[src/linkage_pkg.sv]
package linkage_pkg;
    localparam int WORD_W = 16;
    localparam int REG_AW = 3;
    localparam int NUM_REGS = 8;
    localparam logic [WORD_W-1:0] WORD_BYTES = 16'h0002;
    localparam logic [WORD_W-1:0] WORD_ALIGN_MASK = 16'hfffe;
    localparam logic [WORD_W-1:0] VECTOR_LIMIT = 16'h0400;
    localparam logic [WORD_W-1:0] RESET_SP = 16'h0000;
    localparam logic [WORD_W-1:0] RESET_PC = 16'h0000;
    localparam logic [WORD_W-1:0] RESET_PSW = 16'h0000;
    localparam logic [REG_AW-1:0] SP_INDEX = 3'h6;
    localparam logic [REG_AW-1:0] PC_INDEX = 3'h7;
    typedef enum logic [2:0] {
        OP_NONE,
        OP_CALL,
        OP_JUMP,
        OP_RETURN,
        OP_RETURN_INT,
        OP_ARG_FETCH
    } op_t;
endpackage : linkage_pkg

[src/subroutine_interrupt_linkage.sv]
`timescale 1ns/10ps
module subroutine_interrupt_linkage (
    input wire logic clk,
    input wire logic resetn,
    input wire linkage_pkg::op_t op,
    input wire logic op_valid,
    input wire logic [linkage_pkg::REG_AW-1:0] link_sel,
    input wire logic [linkage_pkg::WORD_W-1:0] target_addr,
    input wire logic [linkage_pkg::WORD_W-1:0] next_pc,
    input wire logic instr_boundary,
    input wire logic irq_req,
    input wire logic [linkage_pkg::WORD_W-1:0] irq_vector,
    input wire logic [linkage_pkg::WORD_W-1:0] mem_rdata,
    input wire logic mem_ack,
    output logic busy,
    output logic op_done,
    output logic irq_ack,
    output logic mem_req,
    output logic mem_we,
    output logic [linkage_pkg::WORD_W-1:0] mem_addr,
    output logic [linkage_pkg::WORD_W-1:0] mem_wdata,
    output logic [linkage_pkg::WORD_W-1:0] arg_data,
    output logic [linkage_pkg::WORD_W-1:0] program_counter_reg,
    output logic [linkage_pkg::WORD_W-1:0] processor_status_word,
    output logic [linkage_pkg::WORD_W-1:0] hardware_stack_pointer_reg,
    output logic [linkage_pkg::WORD_W-1:0] link_value
);
    import linkage_pkg::*;

    typedef enum logic [3:0] {
        S_IDLE, S_CALL_PUSH, S_RET_POP, S_ARG_READ,
        S_INT_PUSH_PSW, S_INT_PUSH_PC, S_VEC_PC, S_VEC_PSW,
        S_RTI_PC, S_RTI_PSW
    } state_t;

    logic rst_meta_reg;
    logic rst_sync_reg;
    state_t state_reg;
    logic [WORD_W-1:0] gpr_reg [0:NUM_REGS-1];
    logic [REG_AW-1:0] sel_reg;
    logic [WORD_W-1:0] tgt_reg;
    logic [WORD_W-1:0] ret_reg;
    logic [WORD_W-1:0] vec_reg;

    function automatic logic [WORD_W-1:0] word_dec(input logic [WORD_W-1:0] a);
        word_dec = (a - WORD_BYTES) & WORD_ALIGN_MASK;
    endfunction : word_dec

    function automatic logic [WORD_W-1:0] word_inc(input logic [WORD_W-1:0] a);
        word_inc = (a + WORD_BYTES) & WORD_ALIGN_MASK;
    endfunction : word_inc

    always_ff @(posedge clk or negedge resetn) begin
        if (!resetn) begin
            rst_meta_reg <= 1'b0;
            rst_sync_reg <= 1'b0;
        end else begin
            rst_meta_reg <= 1'b1;
            rst_sync_reg <= rst_meta_reg;
        end
    end

    // Sequencer; stack and link values live in gpr_reg and memory, with registered copies on the outputs
    always_ff @(posedge clk or negedge rst_sync_reg) begin
        if (!rst_sync_reg) begin
            state_reg <= S_IDLE;
            sel_reg <= '0;
            tgt_reg <= '0;
            ret_reg <= '0;
            vec_reg <= '0;
            busy <= 1'b0;
            op_done <= 1'b0;
            irq_ack <= 1'b0;
            mem_req <= 1'b0;
            mem_we <= 1'b0;
            mem_addr <= '0;
            mem_wdata <= '0;
            arg_data <= '0;
            program_counter_reg <= RESET_PC;
            processor_status_word <= RESET_PSW;
            for (int i = 0; i < NUM_REGS; i++) begin
                gpr_reg[i] <= '0;
            end
            gpr_reg[SP_INDEX] <= RESET_SP;
        end else begin
            op_done <= 1'b0;
            irq_ack <= 1'b0;
            unique case (state_reg)
                S_IDLE: begin
                    if (irq_req && instr_boundary && !op_valid) begin
                        // Vector held below the kernel limit, word aligned
                        vec_reg <= (irq_vector & WORD_ALIGN_MASK) % VECTOR_LIMIT;
                        irq_ack <= 1'b1;
                        busy <= 1'b1;
                        gpr_reg[SP_INDEX] <= word_dec(gpr_reg[SP_INDEX]);
                        mem_req <= 1'b1;
                        mem_we <= 1'b1;
                        mem_addr <= word_dec(gpr_reg[SP_INDEX]);
                        mem_wdata <= processor_status_word;
                        state_reg <= S_INT_PUSH_PSW;
                    end else if (op_valid) begin
                        sel_reg <= link_sel;
                        tgt_reg <= target_addr;
                        ret_reg <= next_pc;
                        busy <= 1'b1;
                        unique case (op)
                            OP_CALL: begin
                                // Push link register first; it may be SP itself
                                gpr_reg[SP_INDEX] <= word_dec(gpr_reg[SP_INDEX]);
                                mem_req <= 1'b1;
                                mem_we <= 1'b1;
                                mem_addr <= word_dec(gpr_reg[SP_INDEX]);
                                mem_wdata <= (link_sel == PC_INDEX) ? next_pc : gpr_reg[link_sel];
                                state_reg <= S_CALL_PUSH;
                            end
                            OP_JUMP: begin
                                program_counter_reg <= target_addr;
                                busy <= 1'b0;
                                op_done <= 1'b1;
                            end
                            OP_RETURN: begin
                                // Register to PC first, then pop into it
                                program_counter_reg <= (link_sel == PC_INDEX) ? next_pc
                                                       : gpr_reg[link_sel];
                                mem_req <= 1'b1;
                                mem_we <= 1'b0;
                                mem_addr <= gpr_reg[SP_INDEX];
                                state_reg <= S_RET_POP;
                            end
                            OP_RETURN_INT: begin
                                mem_req <= 1'b1;
                                mem_we <= 1'b0;
                                mem_addr <= gpr_reg[SP_INDEX];
                                state_reg <= S_RTI_PC;
                            end
                            OP_ARG_FETCH: begin
                                mem_req <= 1'b1;
                                mem_we <= 1'b0;
                                mem_addr <= gpr_reg[link_sel];
                                state_reg <= S_ARG_READ;
                            end
                            default: begin
                                busy <= 1'b0;
                                op_done <= 1'b1;
                            end
                        endcase
                    end
                end
                S_CALL_PUSH: if (mem_ack) begin
                    mem_req <= 1'b0;
                    mem_we <= 1'b0;
                    if (sel_reg != PC_INDEX) begin
                        gpr_reg[sel_reg] <= ret_reg;
                    end
                    program_counter_reg <= tgt_reg;
                    busy <= 1'b0;
                    op_done <= 1'b1;
                    state_reg <= S_IDLE;
                end
                S_RET_POP: if (mem_ack) begin
                    mem_req <= 1'b0;
                    gpr_reg[SP_INDEX] <= word_inc(gpr_reg[SP_INDEX]);
                    if (sel_reg == PC_INDEX) begin
                        program_counter_reg <= mem_rdata;
                    end else begin
                        gpr_reg[sel_reg] <= mem_rdata;
                    end
                    busy <= 1'b0;
                    op_done <= 1'b1;
                    state_reg <= S_IDLE;
                end
                S_ARG_READ: if (mem_ack) begin
                    mem_req <= 1'b0;
                    arg_data <= mem_rdata;
                    gpr_reg[sel_reg] <= word_inc(gpr_reg[sel_reg]);
                    busy <= 1'b0;
                    op_done <= 1'b1;
                    state_reg <= S_IDLE;
                end
                S_INT_PUSH_PSW: if (mem_ack) begin
                    gpr_reg[SP_INDEX] <= word_dec(gpr_reg[SP_INDEX]);
                    mem_addr <= word_dec(gpr_reg[SP_INDEX]);
                    mem_wdata <= program_counter_reg;
                    state_reg <= S_INT_PUSH_PC;
                end
                S_INT_PUSH_PC: if (mem_ack) begin
                    mem_we <= 1'b0;
                    mem_addr <= vec_reg;
                    state_reg <= S_VEC_PC;
                end
                S_VEC_PC: if (mem_ack) begin
                    program_counter_reg <= mem_rdata;
                    mem_addr <= vec_reg + WORD_BYTES;
                    state_reg <= S_VEC_PSW;
                end
                S_VEC_PSW: if (mem_ack) begin
                    processor_status_word <= mem_rdata;
                    mem_req <= 1'b0;
                    busy <= 1'b0;
                    op_done <= 1'b1;
                    state_reg <= S_IDLE;
                end
                S_RTI_PC: if (mem_ack) begin
                    program_counter_reg <= mem_rdata;
                    gpr_reg[SP_INDEX] <= word_inc(gpr_reg[SP_INDEX]);
                    mem_addr <= word_inc(gpr_reg[SP_INDEX]);
                    state_reg <= S_RTI_PSW;
                end
                S_RTI_PSW: if (mem_ack) begin
                    processor_status_word <= mem_rdata;
                    gpr_reg[SP_INDEX] <= word_inc(gpr_reg[SP_INDEX]);
                    mem_req <= 1'b0;
                    busy <= 1'b0;
                    op_done <= 1'b1;
                    state_reg <= S_IDLE;
                end
            endcase
        end
    end

    // Observed copies for the sequencer; registered so they come from flops
    always_ff @(posedge clk or negedge rst_sync_reg) begin
        if (!rst_sync_reg) begin
            hardware_stack_pointer_reg <= RESET_SP;
            link_value <= '0;
        end else begin
            hardware_stack_pointer_reg <= gpr_reg[SP_INDEX];
            link_value <= gpr_reg[link_sel];
        end
    end
endmodule : subroutine_interrupt_linkage

[config.mk]
export PLATFORM = sky130hd
export DESIGN_NAME = subroutine_interrupt_linkage
export DESIGN_NICKNAME = d
export VERILOG_FILES = /design/src/linkage_pkg.sv /design/src/subroutine_interrupt_linkage.sv
export SDC_FILE = /design/constraint.sdc
export NUM_CORES = 1
export LEC_CHECK = 0
export ABC_AREA = 1
export BUFFER_PORTS_ARGS = -buffer_cell sky130_fd_sc_hd__buf_2
export CAP_MARGIN = 20
export CORE_ASPECT_RATIO = 0.5
export CORE_MARGIN = 2
export CORE_UTILIZATION = 45
export DETAILED_ROUTE_END_ITERATION = 8
export GPL_TIMING_DRIVEN = 0
export PLACE_DENSITY_LB_ADDON = 0.12
export SYNTH_ARGS = -nofsm -noshare
export SYNTH_HDL_FRONTEND = slang
export SYNTH_SLANG_ARGS = --single-unit
[constraint.sdc]
create_clock -name clk -period 11.4 [get_ports clk]
set_input_delay 3.42 -clock clk [delete_from_list [all_inputs] [get_ports clk]]
set_output_delay 3.42 -clock clk [all_outputs]
set_load 0.02 [all_outputs]
==> flow_summary.ini, run 1 <==
[worst_setup_path]
critPathTopFamily = buffers and inverters
rr_endpoint = gpr_reg[17]
required_ns = 11.96
worstPathCellList = clkbuf_1 > inv_1 > clkbuf_1 > o211ai_1 > nand2_1 > o21ai_1 > nand2_1 > nand3_1 > o211ai_1 > nand2_1
crit_top_cell = nand2_1
endpoint = mem_wdata[13]
slowest_stage = clkbuf_1
cp.depth = 10
end_kind = flip-flop
critPathArrivalTime_ns = 7.04
crit_type = in2reg
r2r_slack_ns = 7.80
max_stage_delay_ns = 0.64
startpoint_type = input pin
rr_worst_depth = 9
startpoint = link_sel[2]
crit_buf_inv = 3
crit-reg2reg-launch = state_reg[2]
cp_max_fo = 10

[pwr]
clkPwrFrac_pct = 14.4
seqPwrFrac_pct = 26.0
static-leakage-power_uw = 0.0112
p_per_area_mw_per_mm2 = 329
combPwrFrac_pct = 59.6
peakVddDrop_mv = 0.152
swShare_pct = 55.6
p_int_uw = 3270
switching_power_uw = 4090

[route]
wl_per_cell_microns = 26.9
wl_met2_microns = 39900
dr.max_layer_used = met4
first_pass_iters = 6
wl_met3_microns = 16400
ant_nets = 0
met1Wirelength_microns = 41300
first_iter_violations = 3997
vias_per_cell = 6.18
totalWireLength_microns = 102000
route.detailed.drc = 0
vias = 23400

[synthesis]
synth_nets = 3045
synth_warnings = 0
syn_avg_cell_area_sq_um = 6.60
ys_ff_latch = 295
synth_edf_count = 0
netlist_area_sq_mm = 0.0196
ys_seq_area_share_pct = 37.7
synth_area_leaders = dfrtp_1, nand2_1, o21ai_0, a21oi_1, inv_1
yosysUniqueCellTypes = 59
synth_top_area_share_pct = 37.7
async_reset_ff_share_pct = 100
ys.flop_type = dfrtp_1
yosysTopAreaCell = dfrtp_1
synthCells = 2965

[global_routing]
antenna_found_initial = 2
grt_pass1_vias = 21200
grt_max_degree = 66
grt_pass1_wl_microns = 145000
grt_usage_pct = 44.0
globalRouteOverflowTotal = 0

[floorplanning]
start_util_pct = 46.1
die_h_microns = 151
row_count = 53
die_w_microns = 299
io_pins = 193
die_area_sq_mm = 0.0453
coreArea_sq_mm = 0.0424

[clocking]
post_cts_resized = 0
clock_sinks = 295
cts_hold_buf = 0
cts_tree = yes
cts.path.max_buffers = 3
cts_max_level = 1
clk_pin_slew_ns = 0.07
cts_root_buf = clkbuf_16
cts_inserted_buffers = 30
clk-insertion-delay-late_ns = 0.63
post-cts-setup-buffers = 0

[placed_design]
dp_hpwl_microns = 76600
dp_slack_ns = 4.58
numPortBuffers = 183
gp_congestion = 1.04
postPlaceCellArea_sq_mm = 0.0213

[sta]
fin_skew_ns = 0.0361
setup_tns_ns = 0
fin_ws_ns = 4.92
rsz0062_at_grt = false
max_freq_mhz = 154
finalMaxSlewViolations = 0
hold_ws_ns = 0.357
post-route-period-util_pct = 56.8
setup_violations = 0
finalHoldViolations = 0
worst_pin_slew_ns = 1.15
relSlewSlack_pct = 23.2
fin_crit_ns = 6.48

[layout]
drive_gt1_share_pct = 10.9
regArea_sq_mm = 0.00739
final_area_sq_mm = 0.0224
multi_input_area_sq_mm = 0.0102
synthToLayoutAreaGrowth_pct = 14.2
final_nets = 3267
num-fill-cells = 4373

[outcome]
outcome = completed

[flow_run]
cap_viol_max_count = 0

[worst_hold_path]
hp-class = reg2reg
==> power groups by stage <==
stage	Combinational (uW)	Sequential (uW)	Clock, uW
2_1_floorplan	2440	2000	0
3_3_place_gp	4100	1910	0
3_5_place_dp	4160	1900	0
4_1_cts	4180	1890	1050
5_1_grt	4660	1950	1100
6_report	4390	1910	1060
==> stage by stage <==
| stage | std cells | util (%) | total power (uW) |
|---|---|---|---|
| detailed placement | 3731 | 50.3 | 6060 |
| finish | 3789 | 52.7 | 7360 |
| global route | 3788 | 52.7 | 7700 |
| floorplan | 2965 | - | 4440 |
| global placement | 3725 | 50.0 | 6010 |
| CTS | 3786 | 52.7 | 7120 |
==> cell families after synthesis <==
group | synth area share [%]
AND/OR/NAND/NOR | 27.5
other | 0.0192
XOR/XNOR | 0.716
AO/OA/AOI/OAI | 23.4
multiplexers | 0.403
adder cells (fa/ha/maj) | 0.256
buffers and inverters | 9.95
flip-flops | 37.7
==> synth_stat cells (7+ instances only) <==
cell	instances
nor2_2	14
nor3_1	19
mux2_2	7
clkinv_1	9
a22oi_1	37
o211ai_1	26
a21boi_1	11
nand2_1	885
nor2_1	222
o221ai_1	11
inv_1	300
xor2_1	13
a21oi_1	271
a31oi_1	7
o21a_1	7
buf_2	39
o21ai_1	9
a21o_1	8
nand4_1	16
nand3_1	144
clkbuf_1	108
inv_2	16
o22ai_1	37
nor2_4	7
dfrtp_1	295
o21ai_0	360
a211oi_1	9
buf_1	9
==> worst min path at each step <==
| stage | from | endpoint | slack, ns | cells past startpoint |
|---|---|---|---|---|
| 2_1_floorplan | rst_meta_reg | rst_sync_reg | 0.33 | 0 |
| 3_3_place_gp | rst_meta_reg | rst_sync_reg | 0.34 | 0 |
| 3_5_place_dp | rst_meta_reg | rst_sync_reg | 0.35 | 0 |
| 4_1_cts | rst_meta_reg | rst_sync_reg | 0.36 | 0 |
| 5_1_grt | rst_meta_reg | rst_sync_reg | 0.36 | 0 |
| 6_report | rst_meta_reg | rst_sync_reg | 0.36 | 0 |
==> layer usage <==
metal	up-vias	track usage (%)
li1	10200	-
met1	11000	62.5
met2	1930	62.0
met3	300	14.5
met4	0	16.0
met5	-	0
==> placed cells by master (no fill, tap or decap), types with 10 or more instances in the layout <==
cell         n
nor3_1      19
dfrtp_1    294
o22ai_1     37
inv_1      300
o21ai_0    360
o211ai_1    26
a22oi_1     37
nor2_2      14
clkbuf_8    10
clkbuf_1   117
clkbuf_16   30
nand3_1    144
o221ai_1    11
nand2_1    885
buf_2      222
inv_2       16
a21boi_1    11
nor2_1     222
nand4_1     16
xor2_1      13
a21oi_1    271
==> final cells by class <==
| class | count | share of cell area (%) |
|---|---|---|
| multi-input cells | 2179 | 45.8 |
| flip-flops and latches | 295 | 33.0 |
| inverters | 326 | 5.48 |
| repair buffers | 190 | 4.69 |
| clock buffers | 49 | 4.12 |
| well taps | 577 | 3.23 |
| plain buffers | 165 | 3.22 |
| clock inverters | 6 | 0.392 |
| diodes | 2 | 0.0224 |
Power figures use the tool's default switching activity.
==> inputs of run 2 (changes only) <==
clock period = 6.78 ns   (was 11.4 ns; I/O delays follow)
==> flow_summary.ini, run 2 (synthesis results as in run 1) <==
[route]
route.detailed.drc = 0
vias = 23200
first_iter_violations = 3857
first_pass_iters = 7
wl_per_cell_microns = 26.3
totalWireLength_microns = 99500
vias_per_cell = 6.14
ant_nets = 0

[floorplanning]
coreArea_sq_mm = 0.0424
die_w_microns = 299
start_util_pct = 46.1
row_count = 53
die_h_microns = 151
io_pins = 193
die_area_sq_mm = 0.0453

[global_routing]
grt_usage_pct = 43.1
grt_pass1_wl_microns = 142000
grt_max_degree = 69
globalRouteOverflowTotal = 0
grt_pass1_vias = 20800
antenna_found_initial = 1

[worst_hold_path]
hp-class = reg2async

[sta]
setup_violations = 0
max_freq_mhz = 192
finalMaxSlewViolations = 0
fin_crit_ns = 5.22
hold_ws_ns = 0.336
finalHoldViolations = 0
fin_skew_ns = 0.0211
rsz0062_at_grt = false
post-route-period-util_pct = 77.0
worst_pin_slew_ns = 1.20
relSlewSlack_pct = 19.7

[layout]
final_nets = 3265
stdcell_count = 3785
drive_gt1_share_pct = 11.0
final_area_sq_mm = 0.0224
mostFrequentLayoutCells = nand2_1, o21ai_0, inv_1
diodes = 0
synthToLayoutAreaGrowth_pct = 14.3
final_common_cell = nand2_1
final_util_pct = 52.7

[worst_setup_path]
cp_max_fo = 10
required_ns = 7.34
critPathArrivalTime_ns = 5.78
end_kind = flip-flop
startpoint_type = input pin
crit_type = in2reg

[clocking]
cts_root_buf = clkbuf_16
post_cts_resized = 0
cts_max_level = 1
clock_sinks = 295
cts_hold_buf = 0
clk_pin_slew_ns = 0.07
cts_tree = yes
cts.path.max_buffers = 3
clk-insertion-delay-late_ns = 0.63
cts_inserted_buffers = 29
post-cts-setup-buffers = 0

[placed_design]
dp_hpwl_microns = 75100
postPlaceCellArea_sq_mm = 0.0214
numPortBuffers = 183
gp_congestion = 1.06
dp_cells = 3731

[pwr]
peakVddDrop_mv = 0.289
static-leakage-power_uw = 0.0112
p_per_area_mw_per_mm2 = 548

[outcome]
outcome = completed

[flow_run]
cap_viol_max_count = 0
-- run 2: cell count changes in the layout (fill, tap and decap cells not counted), sizes merged --
cell | before | now
clkbuf | 157 | 150
bufinv | 1 | 3
clkinv | 14 | 16
diode | 2 | 0
buf | 247 | 246
clkinvlp | 0 | 1
inv | 317 | 318
-- run 2: final timing paths --
check | startpoint | to | slack [ns] | cells after the start
setup / recovery | link_sel[2] | mem_addr[8] | 1.56 | 10
hold / removal | rst_sync_reg | async pin | 0.34 | 1
setup reg to reg | state_reg[2] | gpr_reg[17] | 3.08 | 9
hold reg to reg | rst_sync_reg | async pin | 0.34 | 1
max in group asynchronous | rst_sync_reg | vec_reg[6] | 5.05 | 4
min in group clk | rst_meta_reg | rst_sync_reg | 0.35 | 0
-- run 2: area by class of cell --
cell class                      instances  area (sq um)
Clock inverter                         12           156
Clock buffer                           42           865
Sequential cell                       295          7390
Tap cell                              577           722
Fill cell                            4367         20100
Buffer                                165           721
Multi-Input combinational cell       2179         10200
Inverter                              326          1230
Timing Repair Buffer                  189          1060
-- run 2: per-layer routing --
metal	global-route usage [%]	share of wire, %
met2	60.0	39
met5	0	0.013
met3	14.8	16
met4	16.1	4.3
met1	61.3	40
-- run 2: metrics by stage --
stage / power, uW / TNS (ns) / setup WS, ns
floorplan: 7470 / 0 / 1.95
global placement: 10000 / -89.19 / -0.375
detailed placement: 10100 / 0 / 1.40
CTS: 11900 / 0 / 2.02
global route: 12900 / 0 / 1.64
finish: 12300 / 0 / 1.56
-- run 2: power by group --
group          switching [uW]  total (uW)  internal (uW)  leakage (uW)
clock network             814        1820           1000      0.000507
registers                 640        3190           2550       0.00353
logic                    5300        7260           1970       0.00715
total                    6750       12300           5530        0.0112
-- run 2: worst max-delay path: stages --
cell and delay [ns]:
clkbuf_1 0.72, inv_1 0.64, clkbuf_1 0.59, a31oi_1 0.99
nand2_1 0.10, o21ai_0 0.28, nand2_1 0.18, nand2_1 0.11
o22ai_1 0.06, inv_1 0.05
